===== config.mk =====
export PLATFORM = sky130hd
export DESIGN_NAME = sae_ssi_encoder
export DESIGN_NICKNAME = d
export VERILOG_FILES = /design/src/hdl/sae_pkg.sv /design/src/hdl/sae_ssi_encoder.sv /design/src/hdl/sae_uart.sv /design/src/hdl/sae_param_store.sv
export SDC_FILE = /design/constraint.sdc
export NUM_CORES = 2
export LEC_CHECK = 0
export ABC_AREA = 1
export BUFFER_PORTS_ARGS = -buffer_cell sky130_fd_sc_hd__buf_4
export CAP_MARGIN = 20
export CELL_PAD_IN_SITES_DETAIL_PLACEMENT = 1
export CELL_PAD_IN_SITES_GLOBAL_PLACEMENT = 1
export CORE_UTILIZATION = 48
export CTS_CLUSTER_SIZE = 40
export DETAILED_ROUTE_END_ITERATION = 8
export GPL_TIMING_DRIVEN = 0
export PLACE_DENSITY = 0.85
export SLEW_MARGIN = 30
export SYNTH_ARGS = -nofsm -noshare
export SYNTH_HDL_FRONTEND = slang
export SYNTH_HIERARCHICAL = 1
export SYNTH_SLANG_ARGS = --single-unit

===== constraint.sdc =====
create_clock -name clk -period 8.15 [get_ports clk]
set_clock_uncertainty 0.1 [all_clocks]
set_input_delay 1.2225 -clock clk [delete_from_list [all_inputs] [get_ports clk]]
set_output_delay 1.2225 -clock clk [all_outputs]
set_load 0.005 [all_outputs]

===== src/hdl/sae_pkg.sv =====
`default_nettype none
package sae_pkg;
	// ==========================================
	// Clock and timing
	localparam int CLK_HZ = 10000000;
	localparam int CLK_PERIOD_NS = 100;
	localparam int MONO_PERIOD_NS = 25000;
	localparam int MONO_CYC = (MONO_PERIOD_NS + CLK_PERIOD_NS - 1) / CLK_PERIOD_NS;
	// Longest half period of the slowest shift clock is about 7.1 us
	localparam int GAP_NS = 8000;
	localparam int GAP_CYC = (GAP_NS + CLK_PERIOD_NS - 1) / CLK_PERIOD_NS;
	localparam int REFRESH_NS = 150000;
	localparam int REFRESH_CYC = REFRESH_NS / CLK_PERIOD_NS;
	localparam int BAUD = 2400;
	localparam int BAUD_CYC = (CLK_HZ + BAUD / 2) / BAUD;
	// ==========================================
	// Word layout
	localparam int STEP_BITS = 12;
	localparam int TURN_BITS = 12;
	localparam int POS_W = STEP_BITS + TURN_BITS;
	localparam int WORD_W = 32;
	localparam logic [6:0] PERIOD32 = 7'h20;
	localparam logic [6:0] PERIOD25 = 7'h1a;
	localparam logic [6:0] LIMIT32 = 7'h40;
	localparam logic [6:0] LIMIT25 = 7'h33;
	localparam logic [2:0] PAYLOAD_BYTES = 3'h4;
	// ==========================================
	// Telegram characters and parameter numbers
	localparam logic [7:0] CH_STX = 8'h02;
	localparam logic [7:0] CH_ETX = 8'h03;
	localparam logic [7:0] CH_ACK = 8'h06;
	localparam logic [7:0] CH_DLE = 8'h10;
	localparam logic [7:0] CH_NAK = 8'h15;
	localparam logic [7:0] PN_OFFSET = 8'h04;
	localparam logic [7:0] PN_SCALE = 8'h08;
	localparam logic [7:0] PN_SAVE = 8'h1a;
	localparam logic [7:0] PN_LOAD = 8'h1b;
	localparam logic [7:0] PN_DEFAULT = 8'h1c;
	localparam logic [7:0] PN_MODE = 8'h1d;
	localparam logic [7:0] PN_GRAY = 8'h23;
	localparam logic [7:0] PN_DIR = 8'h26;
	// ==========================================
	// Carriers
	typedef struct packed {
		logic [23:0] scaling_factor;
		logic [23:0] offset;
		logic dir_ccw;
		logic gray;
		logic mode25;
	} sae_param_t;
	localparam sae_param_t PARAM_DEFAULT = '{24'h000001, 24'h000000, 1'b0, 1'b0, 1'b0};
	typedef struct packed {
		logic valid;
		logic [7:0] number;
		logic [23:0] data;
	} sae_telegram_t;
	typedef enum logic [2:0] {
		P_IDLE = 3'b000,
		P_ACK_STX = 3'b001,
		P_DATA = 3'b010,
		P_ESC = 3'b011,
		P_BCC = 3'b100,
		P_REPLY = 3'b101
	} sae_pstate_t;
endpackage
`default_nettype wire


===== src/hdl/sae_ssi_encoder.sv =====
// Behaviour
// [RULE1] 12 step bits plus 12 turn bits
// [RULE2] Position plus status byte form four bytes
// [RULE3] Binary or Gray output by setting
// [RULE4] Copy non-volatile set to working at power-up
// [RULE5] Port writes working set; save copies out
// [RULE6] Default command resets; load command recopies
// [RULE7] Defaults: scale one, offset zero, clockwise
// [RULE8] Master clocks; word loads into 32-bit register
// [RULE9] Latch position once at burst start
// [RULE10] Falling edges retrigger the monoflop timer
// [RULE11] Master keeps clock period below monoflop period
// [RULE12] First rising edge gives MSB, then lower
// [RULE13] 32-bit mode: seven status bits after LSB
// [RULE14] 25-bit mode: status bit seven, separator
// [RULE15] Single read takes 32 or 25 clocks
// [RULE16] Continued clocking repeats word: 64 or 51
// [RULE17] Clocks after second read give zeros
// [RULE18] Busy low for monoflop period, then high
// [RULE19] Master pauses monoflop period plus 1 us
// [RULE20] Each new burst reloads latest position
// [RULE21] 70 kHz to 1 MHz; refresh 150 us
// [RULE22] Config port 2400 baud, 8N1
// [RULE23] Telegram payload: number plus three bytes
// [RULE24] Payload byte 10h is sent doubled
// [RULE25] Answer ACK when good, NAK when faulty
// [RULE26] Monoflop counts system clocks after synchronised edge
`timescale 1ns/100ps
`default_nettype none
module sae_ssi_encoder import sae_pkg::*; #(
	parameter int BIT_CYC = BAUD_CYC
) (
	input wire logic clk,
	input wire logic rst_n,
	input wire logic ce,
	input wire logic ssi_clk,
	input wire logic [POS_W-1:0] raw_position,
	input wire logic [7:0] raw_status,
	input wire logic cfg_rxd,
	output logic ssi_data,
	output logic cfg_txd
);
	localparam int MONO_W = $clog2(MONO_CYC + 1);
	// ==========================================
	// Parameter store and configuration port
	sae_param_t work;
	sae_telegram_t tel_q, tel_d;
	logic rx_valid, tx_ready;
	logic [7:0] rx_byte;
	logic tx_valid_q, tx_valid_d;
	logic [7:0] tx_byte_q, tx_byte_d;
	sae_param_store u_store (
		.clk(clk),
		.rst_n(rst_n),
		.ce(ce),
		.tel(tel_q),
		.work(work)
	);
	sae_uart #(.BIT_CYC(BIT_CYC)) u_uart (
		.clk(clk),
		.rst_n(rst_n),
		.ce(ce),
		.rxd(cfg_rxd),
		.rx_valid(rx_valid),
		.rx_byte(rx_byte),
		.tx_valid(tx_valid_q),
		.tx_byte(tx_byte_q),
		.tx_ready(tx_ready),
		.txd(cfg_txd)
	); // [RULE22]
	// ==========================================
	// Telegram receiver
	sae_pstate_t pst_q, pst_d;
	logic [2:0] nb_q, nb_d;
	logic [31:0] buf_q, buf_d;
	logic [7:0] bcc_q, bcc_d, reply_q, reply_d;
	logic bad_q, bad_d, take_w;
	logic [7:0] take_b;
	always_comb begin
		pst_d = pst_q;
		nb_d = nb_q;
		buf_d = buf_q;
		bcc_d = bcc_q;
		bad_d = bad_q;
		reply_d = reply_q;
		tx_valid_d = 1'b0;
		tx_byte_d = tx_byte_q;
		tel_d = '{1'b0, buf_q[31:24], buf_q[23:0]};
		take_w = 1'b0;
		take_b = rx_byte;
		case (pst_q)
			P_IDLE: begin
				if (rx_valid && rx_byte == CH_STX) begin
					pst_d = P_ACK_STX;
					nb_d = 3'h0;
					bcc_d = 8'h00;
					bad_d = 1'b0;
				end
			end
			P_ACK_STX: begin
				if (tx_ready) begin
					tx_valid_d = 1'b1;
					tx_byte_d = CH_DLE;
					pst_d = P_DATA;
				end
			end
			P_DATA: begin
				if (rx_valid) begin
					bcc_d = bcc_q ^ rx_byte;
					if (rx_byte == CH_DLE) begin
						pst_d = P_ESC;
					end else begin
						take_w = 1'b1;
					end
				end
			end
			P_ESC: begin
				if (rx_valid) begin
					bcc_d = bcc_q ^ rx_byte;
					pst_d = P_DATA;
					if (rx_byte == CH_DLE) begin
						take_w = 1'b1; // [RULE24]
					end else if (rx_byte == CH_ETX) begin
						pst_d = P_BCC;
					end else begin
						bad_d = 1'b1;
					end
				end
			end
			P_BCC: begin
				if (rx_valid) begin
					pst_d = P_REPLY;
					if (rx_byte == bcc_q && !bad_q && nb_q == PAYLOAD_BYTES) begin
						reply_d = CH_ACK; // [RULE25]
						tel_d.valid = 1'b1; // [RULE23]
					end else begin
						reply_d = CH_NAK; // [RULE25]
					end
				end
			end
			P_REPLY: begin
				if (tx_ready) begin
					tx_valid_d = 1'b1;
					tx_byte_d = reply_q;
					pst_d = P_IDLE;
				end
			end
			default: pst_d = P_IDLE;
		endcase
		// Payload beyond four bytes spoils the telegram
		if (take_w) begin
			if (nb_q < PAYLOAD_BYTES) begin
				buf_d = {buf_q[23:0], take_b};
				nb_d = nb_q + 3'h1; // [RULE23]
			end else begin
				bad_d = 1'b1;
			end
		end
	end
	always_ff @(posedge clk) begin
		if (!rst_n) begin
			pst_q <= P_IDLE;
			nb_q <= 3'h0;
			buf_q <= 32'h00000000;
			bcc_q <= 8'h00;
			bad_q <= 1'b0;
			reply_q <= CH_NAK;
			tx_valid_q <= 1'b0;
			tx_byte_q <= 8'h00;
			tel_q <= '0;
		end else if (ce) begin
			pst_q <= pst_d;
			nb_q <= nb_d;
			buf_q <= buf_d;
			bcc_q <= bcc_d;
			bad_q <= bad_d;
			reply_q <= reply_d;
			tx_valid_q <= tx_valid_d;
			tx_byte_q <= tx_byte_d;
			tel_q <= tel_d;
		end
	end
	// ==========================================
	// Position processing, refreshed on a fixed tick
	logic [10:0] ref_q, ref_d;
	logic [POS_W-1:0] pos_q, pos_d, dir_w, bin_w;
	logic [2*POS_W-1:0] prod_w;
	// Raw input is {turns, steps}, both 12 bits wide
	always_comb begin
		dir_w = work.dir_ccw ? ~raw_position : raw_position; // [RULE1]
		prod_w = dir_w * work.scaling_factor;
		bin_w = prod_w[POS_W-1:0] + work.offset;
		pos_d = pos_q;
		ref_d = ref_q - 11'h001;
		if (ref_q == 11'h000) begin
			ref_d = 11'(REFRESH_CYC - 1); // [RULE21]
			pos_d = work.gray ? (bin_w ^ (bin_w >> 1)) : bin_w; // [RULE3]
		end
	end
	always_ff @(posedge clk) begin
		if (!rst_n) begin
			ref_q <= 11'h000;
			pos_q <= '0;
		end else if (ce) begin
			ref_q <= ref_d;
			pos_q <= pos_d;
		end
	end
	// ==========================================
	// Shift clock synchroniser and edge finder
	logic c1_q, c2_q, c3_q, clv_q, clv_d, fall_w, rise_w;
	always_comb begin
		clv_d = (c2_q == c3_q) ? c3_q : clv_q;
		fall_w = clv_q && !clv_d;
		rise_w = !clv_q && clv_d;
	end
	always_ff @(posedge clk) begin
		if (!rst_n) begin
			c1_q <= 1'b1;
			c2_q <= 1'b1;
			c3_q <= 1'b1;
			clv_q <= 1'b1;
		end else if (ce) begin
			c1_q <= ssi_clk;
			c2_q <= c1_q;
			c3_q <= c2_q;
			clv_q <= clv_d;
		end
	end
	// ==========================================
	// Monoflop, shift register and data line
	logic [MONO_W-1:0] mono_q, mono_d;
	logic [WORD_W-1:0] word_q, word_d, sr_q, sr_d, load_w;
	logic [6:0] cnt_q, cnt_d, period_w, limit_w;
	logic [6:0] gap_q, gap_d;
	logic busy_q, busy_d, data_q, data_d;
	always_comb begin
		// 25-bit form keeps bit 6 as the separator slot
		load_w = work.mode25 ? {pos_q, raw_status[7], 1'b0, 6'h00} // [RULE14]
			: {pos_q, raw_status[7:1], 1'b0}; // [RULE13] [RULE2]
		period_w = work.mode25 ? PERIOD25 : PERIOD32; // [RULE15]
		limit_w = work.mode25 ? LIMIT25 : LIMIT32;
		mono_d = mono_q;
		word_d = word_q;
		sr_d = sr_q;
		cnt_d = cnt_q;
		busy_d = busy_q;
		data_d = data_q;
		gap_d = gap_q;
		if (mono_q != '0) begin
			mono_d = mono_q - 1'b1;
		end
		if (fall_w) begin
			mono_d = MONO_W'(MONO_CYC); // [RULE10] [RULE26]
			busy_d = 1'b0;
			gap_d = 7'h00;
			if (mono_q == '0) begin
				word_d = load_w; // [RULE9] [RULE20]
				sr_d = load_w; // [RULE8]
				cnt_d = 7'h00;
			end
		end else if (rise_w && mono_q != '0) begin
			gap_d = 7'h00;
			if (cnt_q < limit_w) begin
				data_d = sr_q[WORD_W-1]; // [RULE12]
				sr_d = {sr_q[WORD_W-2:0], 1'b0};
				cnt_d = cnt_q + 7'h01;
				if (cnt_q + 7'h01 == period_w) begin
					sr_d = word_q; // [RULE16]
				end
			end else begin
				data_d = 1'b0; // [RULE17]
			end
		end else if (mono_q != '0 && clv_q && !busy_q) begin
			// Clock resting high longer than any legal half period ends the burst
			gap_d = gap_q + 7'h01;
			if (gap_q == 7'(GAP_CYC - 1)) begin
				busy_d = 1'b1;
				data_d = 1'b0; // [RULE18]
			end
		end
		if (mono_q == MONO_W'(1) && !fall_w) begin
			busy_d = 1'b0;
			data_d = 1'b1; // [RULE18]
		end
	end
	always_ff @(posedge clk) begin
		if (!rst_n) begin
			mono_q <= '0;
			word_q <= '0;
			sr_q <= '0;
			cnt_q <= 7'h00;
			gap_q <= 7'h00;
			busy_q <= 1'b0;
			data_q <= 1'b1;
		end else if (ce) begin
			mono_q <= mono_d;
			word_q <= word_d;
			sr_q <= sr_d;
			cnt_q <= cnt_d;
			gap_q <= gap_d;
			busy_q <= busy_d;
			data_q <= data_d;
		end
	end
	assign ssi_data = data_q;
endmodule
`default_nettype wire


===== src/hdl/sae_uart.sv =====
`timescale 1ns/100ps
`default_nettype none
module sae_uart import sae_pkg::*; #(
	parameter int BIT_CYC = BAUD_CYC
) (
	input wire logic clk,
	input wire logic rst_n,
	input wire logic ce,
	input wire logic rxd,
	output logic rx_valid,
	output logic [7:0] rx_byte,
	input wire logic tx_valid,
	input wire logic [7:0] tx_byte,
	output logic tx_ready,
	output logic txd
);
	// ==========================================
	// Receiver
	logic s1_q, s2_q, s3_q, lvl_q, lvl_d;
	logic rbusy_q, rbusy_d, rv_q, rv_d;
	logic [15:0] rcnt_q, rcnt_d;
	logic [3:0] rbit_q, rbit_d;
	logic [7:0] rsh_q, rsh_d;
	// Level only moves once the two late stages agree
	always_comb begin
		lvl_d = (s2_q == s3_q) ? s3_q : lvl_q;
		rbusy_d = rbusy_q;
		rcnt_d = rcnt_q;
		rbit_d = rbit_q;
		rsh_d = rsh_q;
		rv_d = 1'b0;
		if (!rbusy_q) begin
			if (!lvl_q) begin
				rbusy_d = 1'b1;
				rcnt_d = 16'(BIT_CYC / 2);
				rbit_d = 4'h0;
			end
		end else if (rcnt_q != 16'h0000) begin
			rcnt_d = rcnt_q - 16'h0001;
		end else begin
			rcnt_d = 16'(BIT_CYC - 1);
			rbit_d = rbit_q + 4'h1;
			if (rbit_q == 4'h0) begin
				rbusy_d = !lvl_q; // Glitch on start bit aborts
			end else if (rbit_q == 4'h9) begin
				rbusy_d = 1'b0;
				rv_d = lvl_q; // Framing error drops the byte
			end else begin
				rsh_d = {lvl_q, rsh_q[7:1]};
			end
		end
	end
	always_ff @(posedge clk) begin
		if (!rst_n) begin
			s1_q <= 1'b1;
			s2_q <= 1'b1;
			s3_q <= 1'b1;
			lvl_q <= 1'b1;
			rbusy_q <= 1'b0;
			rcnt_q <= 16'h0000;
			rbit_q <= 4'h0;
			rsh_q <= 8'h00;
			rv_q <= 1'b0;
		end else if (ce) begin
			s1_q <= rxd;
			s2_q <= s1_q;
			s3_q <= s2_q;
			lvl_q <= lvl_d;
			rbusy_q <= rbusy_d;
			rcnt_q <= rcnt_d;
			rbit_q <= rbit_d;
			rsh_q <= rsh_d;
			rv_q <= rv_d;
		end
	end
	assign rx_valid = rv_q;
	assign rx_byte = rsh_q;
	// ==========================================
	// Transmitter, 8N1, LSB first
	logic tbusy_q, tbusy_d, txd_q, txd_d;
	logic [15:0] tcnt_q, tcnt_d;
	logic [3:0] tbit_q, tbit_d;
	logic [9:0] tsh_q, tsh_d;
	always_comb begin
		tbusy_d = tbusy_q;
		tcnt_d = tcnt_q;
		tbit_d = tbit_q;
		tsh_d = tsh_q;
		txd_d = txd_q;
		if (!tbusy_q) begin
			if (tx_valid) begin
				tbusy_d = 1'b1;
				tsh_d = {1'b1, tx_byte, 1'b0};
				tcnt_d = 16'(BIT_CYC - 1);
				tbit_d = 4'h0;
				txd_d = 1'b0;
			end
		end else if (tcnt_q != 16'h0000) begin
			tcnt_d = tcnt_q - 16'h0001;
		end else if (tbit_q == 4'h9) begin
			tbusy_d = 1'b0;
		end else begin
			tcnt_d = 16'(BIT_CYC - 1);
			tbit_d = tbit_q + 4'h1;
			tsh_d = {1'b1, tsh_q[9:1]};
			txd_d = tsh_q[1];
		end
	end
	always_ff @(posedge clk) begin
		if (!rst_n) begin
			tbusy_q <= 1'b0;
			tcnt_q <= 16'h0000;
			tbit_q <= 4'h0;
			tsh_q <= 10'h3ff;
			txd_q <= 1'b1;
		end else if (ce) begin
			tbusy_q <= tbusy_d;
			tcnt_q <= tcnt_d;
			tbit_q <= tbit_d;
			tsh_q <= tsh_d;
			txd_q <= txd_d;
		end
	end
	assign tx_ready = !tbusy_q;
	assign txd = txd_q;
endmodule
`default_nettype wire


===== src/hdl/sae_param_store.sv =====
`timescale 1ns/100ps
`default_nettype none
module sae_param_store import sae_pkg::*; (
	input wire logic clk,
	input wire logic rst_n,
	input wire logic ce,
	input wire sae_telegram_t tel,
	output sae_param_t work
);
	// ==========================================
	// Working set and non-volatile copy
	sae_param_t work_q, work_d, nv_d;
	// Survives reset like an EEPROM; starts out holding the defaults
	sae_param_t nv_q = PARAM_DEFAULT;
	logic boot_q;
	always_comb begin
		work_d = work_q;
		nv_d = nv_q;
		if (boot_q) begin
			work_d = nv_q; // [RULE4]
		end else if (tel.valid) begin
			case (tel.number) // [RULE5]
				PN_OFFSET: work_d.offset = tel.data;
				PN_SCALE: work_d.scaling_factor = tel.data;
				PN_DIR: work_d.dir_ccw = tel.data[0];
				PN_GRAY: work_d.gray = tel.data[0]; // [RULE3]
				PN_MODE: work_d.mode25 = tel.data[0];
				PN_SAVE: nv_d = work_q; // [RULE5]
				PN_LOAD: work_d = nv_q; // [RULE6]
				PN_DEFAULT: work_d = PARAM_DEFAULT; // [RULE6] [RULE7]
				default: work_d = work_q;
			endcase
		end
	end
	always_ff @(posedge clk) begin
		if (!rst_n) begin
			work_q <= PARAM_DEFAULT;
			boot_q <= 1'b1;
		end else if (ce) begin
			work_q <= work_d;
			boot_q <= 1'b0;
		end
	end
	// Not reset on purpose: contents persist across resets
	always_ff @(posedge clk) begin
		if (ce) begin
			nv_q <= nv_d;
		end
	end
	assign work = work_q;
endmodule
`default_nettype wire


# == Word-level counts from Yosys, hierarchy flattened ==
# Cells that the tools add are included.
# classes
n_addsub,10
multipliers,1
magnitude_cmp,2
n_eq_ne,41
n_mux,112
bitwise_logic,7
reduce_logical,65
# ops
op,n
32-bit two-way mux,5
24-bit case mux with 3 select lines,2
16-bit two-way mux,7
51-bit two-way mux,2
7-bit two-way mux,9
24-bit two-way mux,2
8-bit two-way mux,6
1-bit two-way mux,44
8-bit by 5-bit equality test with 1-bit output (second input constant),5
10-bit two-way mux,4
3-bit two-way mux,13
8-bit case mux with 2 select lines,2
16-bit nonzero test,2
16-bit by 1-bit subtractor with 16-bit output (second input constant),2
3-bit AND reduction,10
4-bit two-way mux,7
4-bit AND reduction,7
24-bit adder,1
24-bit by 24-bit multiplier with 24-bit output,1
24-bit inverter,1
24-bit by 23-bit bitwise XOR with 24-bit output,1
4-bit nonzero test,5
3-bit case mux with 6 select lines,1
8-bit by 2-bit equality test with 1-bit output (second input constant),2
43 further kinds,97
# totals
register_bits,393
input_bits,37

# == Logic depth before layout (Yosys ltp) ==
# logic_depth
ltp_word,8
depth_mapped,40
mapped_depth_nobuf,38

# == Hierarchy ==
# Netlist, hierarchy kept.
# by_module_without_submodules
mod,n_inst,cells_per_inst,area_per_inst_um2
sae_ssi_encoder,1,2614,19473.7
sae_param_store,1,577,4471.8
sae_uart,1,466,3364.5

# == Worst setup path after synthesis ==
# No wires, ideal clock.
# synth_timing
path_type,input to register
start,input port raw_position[8]
end,register pos_q[21]
t_arrival_ns,7.009
required_time_ns,7.935
slack_ns,0.926
stages,29
n_path_buf,0
path_cell_list,or2_1 -> nand2_1 -> clkinv_1 -> nand2_1 -> fa_1 -> fa_1 -> inv_1 -> fa_1 -> inv_1 -> fa_1 -> inv_1 -> fa_1 -> fa_1 -> inv_1 -> fa_1 -> inv_1 -> ha_1 -> nand2_1 -> nor4_1 -> nand3_1 -> nand3_1 -> xor2_1 -> inv_1 -> nor2_1 -> inv_1 -> nand2_1 -> nand2_1 -> o21ai_0 -> inv_1
# synth_via
elab_chain_cells,6
# synth_lines
item,line,text
from (decl),sae_ssi_encoder.sv:37,"input wire logic [POS_W-1:0] raw_position,"
24-bit inverter,sae_ssi_encoder.sv:190,dir_w = work.dir_ccw ? ~raw_position : raw_position;
24-bit two-way mux (*),sae_ssi_encoder.sv:190,
24-bit by 24-bit multiplier with 24-bit output (*),sae_ssi_encoder.sv:191,prod_w = dir_w * work.scaling_factor;
24-bit adder (*),sae_ssi_encoder.sv:192,bin_w = prod_w[POS_W-1:0] + work.offset;
24-bit by 23-bit bitwise XOR with 24-bit output,sae_ssi_encoder.sv:197,pos_d = work.gray ? (bin_w ^ (bin_w >> 1)) : bin_w;
24-bit two-way mux (*),sae_ssi_encoder.sv:197,
to (signal assigned),sae_ssi_encoder.sv:206,pos_q <= pos_d;
to (decl),sae_ssi_encoder.sv:186,"logic [POS_W-1:0] pos_q, pos_d, dir_w, bin_w;"
# Mark *: on every way between the ends. The rest lies on a longest branch, timed or not.
# A chain may end at the register's enable or synchronous reset.

# == Worst setup path in the final report ==
# Ends and elaborated chain as after synthesis.

==> flow_metrics.env <==
export IMPL_use_met2=0.554
export IMPL_layout_nets=4137
export IMPL_grt_max_degree=16
export IMPL_port_buffers=37
export IMPL_hold_start="u_store/work[30]"
export IMPL_cp_start_kind="primary input"
export IMPL_layout_drive_gt1_share=0.0781
export IMPL_slew_headroom=0.457
export IMPL_wire_per_inst_um=19.3
export IMPL_synthCells=3657
export IMPL_clkLatencyLatePin_ps=570
export IMPL_worstRegToRegCells=30
export IMPL_drt_pass1_iterations=5
export IMPL_synth_area_top_cells="dfxtp_1, fa_1, nand2_1, inv_1, nor2_1"
export IMPL_syn_avg_cell_area_um2=7.47
export IMPL_start_util=0.485
export IMPL_peakVddDrop_mv=0.475
export IMPL_num_vias=24500
export IMPL_ant_nets=0
export IMPL_ys_types=65
export IMPL_drc_errors=0
export IMPL_gr_usage_met1=0.379
export IMPL_hpwl_um=67300
export IMPL_path_clk_slew_ps=60
export IMPL_fin_cells=4546
export IMPL_numCtsBuffers=43
export IMPL_track_usage=0.310
export IMPL_p_total_mw=10.7
export IMPL_vias_per_cell=5.38
export IMPL_fmax_ghz=0.127
export IMPL_drt_first_iter_violations=1398
export IMPL_synth_top_area_frac=0.240
export IMPL_cp_required_ps=8520
export IMPL_cp_max_fo=6
export IMPL_die_y_um=241
export IMPL_endpoint_kind="register"
export IMPL_grt_use_met3=0.0281
export IMPL_r2r_start="u_store/work[2]"
export IMPL_ys_top_cells_by_count="nand2_1, inv_1, nor2_1"
export IMPL_die_area_um2=57900
export IMPL_die_w_um=241
export IMPL_ios=39
export IMPL_rrSetupSlack_ps=270
export IMPL_async_flop_share=0
export IMPL_final_util=0.536
export IMPL_seq_area_frac_synth=0.297
export IMPL_diodes=0
export IMPL_crit_type="in2reg"
export IMPL_synth_largest_area_cell="dfxtp_1"
export IMPL_cts_root_buffer="clkbuf_16"
export IMPL_hold_end="u_store/nv_q[30]"
export IMPL_synth_edff_count=51
export IMPL_hold_buffers=0
export IMPL_power_density_nw_per_um2=353
export IMPL_synth_top_flop_cell="dfxtp_1"
export IMPL_worst_slew_pin_slew_ps=815
export IMPL_syn2layout_area_growth_pct=10.5
export IMPL_max_cap_violations=0
export IMPL_synth_seq_cells=379
export IMPL_place_inst=4464
export IMPL_rsz0062_at_grt="false"
export IMPL_final_max_slew_viol_count=0
export IMPL_wl_um=87700
export IMPL_ys_warn_count=6
export IMPL_gp_congestion=0.944
export IMPL_clock_path_buffers=3
export IMPL_globalRoute_totalOverflow=0
export IMPL_antenna_found_initial=0
export IMPL_grt_pass1_vias=26200
export IMPL_yosysMostFrequentCell="nand2_1"
export IMPL_hold_viol_final=0
export IMPL_htreeDepth=2
export IMPL_grt_first_pass_wirelength_um=140000
export IMPL_cts_tree="done"
export IMPL_cts_sinks=379
export IMPL_hold_path_class="reg2reg"
export IMPL_netlist_area_um2=27300
export IMPL_setup_violations=0
export IMPL_fin_crit_ps=7890
export IMPL_rows=87
export IMPL_period_share=0.968
export IMPL_status="complete, no violations"
export IMPL_holdPathStages=0
export IMPL_p_leak_nw=14.1
export IMPL_grt_busiest_layer="met2"
export IMPL_cp_arrival_ps=8260
export IMPL_fp_coreArea_um2=56300
export IMPL_regToRegEndpoint="pos_q[21]"
-- layout by cell type, fill, tap and decap left out, types with 7 or more instances in the layout --
cell         n
a211oi_1    13
a21oi_1    189
a31oi_1     15
buf_2       27
buf_4       52
buf_6       10
clkbuf_1   101
clkbuf_16   45
clkbuf_8    11
clkinv_1     7
dfxtp_1    328
edfxtp_1    51
fa_1       233
ha_1       110
inv_1      592
inv_2       23
nand2_1    766
nand2_2     20
nand3_1    144
nand4_1     20
nor2_1     517
nor2_2      12
nor3_1      42
o211ai_1    35
o211ai_2     8
o21ai_0    193
or2_0       13
or2_2       32
xnor2_1     26
xor2_1      42
-- per-stage QoR --
step	setup TNS, ps	cell area (µm²)	hold slack (ps)	worst slack, ps
global placement	-102180	28500	337	-1950
global route	0	30200	368	6.07
floorplan	0	27300	320	926
CTS	0	30100	357	151
detailed placement	-4150	28600	343	-887
finish	0	30200	354	257
-- worst max path at each step --
stage	from	endpoint	cells after the start
final	raw_position[8]	pos_q[21]	28
after global routing	u_store/work[2]	pos_q[21]	30
after CTS	raw_position[8]	pos_q[21]	28
after detailed placement	raw_position[4]	pos_q[22]	29
after global placement	ce	u_store/nv_q[37]	3
after floorplan	raw_position[8]	pos_q[21]	29
-- flip-flops by register name, indices dropped and copies added (netlist names), 11 cells and up --
name and cells:
buf_q 32, pos_q 24, ref_q 11, sr_q 31, tel_q 33, u_store/nv_q 51
u_store/work 51, u_uart/rcnt_q 16, u_uart/tcnt_q 16, word_q 31
-- per-layer routing --
layer	part of all wire	wire [µm]	vias up
met5	0	0	-
met4	0.044	3820	0
met3	0.042	3680	216
met2	0.50	44000	655
met1	0.41	36200	12100
li1	-	-	11500
-- report_power, final --
group          switching, mW  internal, mW  leakage, nW
clock network          0.823          1.24        0.739
registers              0.161          2.05         3.14
logic                   4.14          2.24         10.3
total                   5.13          5.54         14.1
-- cell type report --
type,instances,area [µm²]
fill,7244,26100
multi-input combinational,2515,16200
sequential,379,8100
inverter,627,2370
clock buffer,64,1310
tap,756,946
buffer,138,668
timing repair buffer,53,385
clock inverter,14,189
-- what timing repair did --
item | 4_1_cts | 5_1_grt
gates resized for setup | 2 | 12
setup buffers | 0 | 5
setup endpoints to repair | 3 | 4
-- cell families after synthesis --
logic type / share of synthesized area
and+or+nand+nor: 0.244
buffers and inverters: 0.111
AOI/OAI and AO/OA: 0.104
DFF: 0.297
adders and majority gates: 0.221
xor gates and xnor gates: 0.0237
other: 0.000137
-- worst max-delay path, cell delays in order --
cell        delay [ps]
buf_4              120
or2_1              230
nand2_1            380
clkinvlp_4         300
nand2_1            150
fa_1               450
inv_1               90
fa_1               440
fa_1               500
fa_1               660
fa_1               470
fa_1               500
inv_1               50
fa_1               580
inv_1               70
ha_1               370
inv_1               90
nor4_1             440
nand3_1            130
nand3_1            120
xor2_1             280
inv_1              100
nor2_1             100
inv_1               60
nand2_1             60
nand2_1             40
o21ai_0            150
inv_1               60
Power figures use the tool's default switching activity.
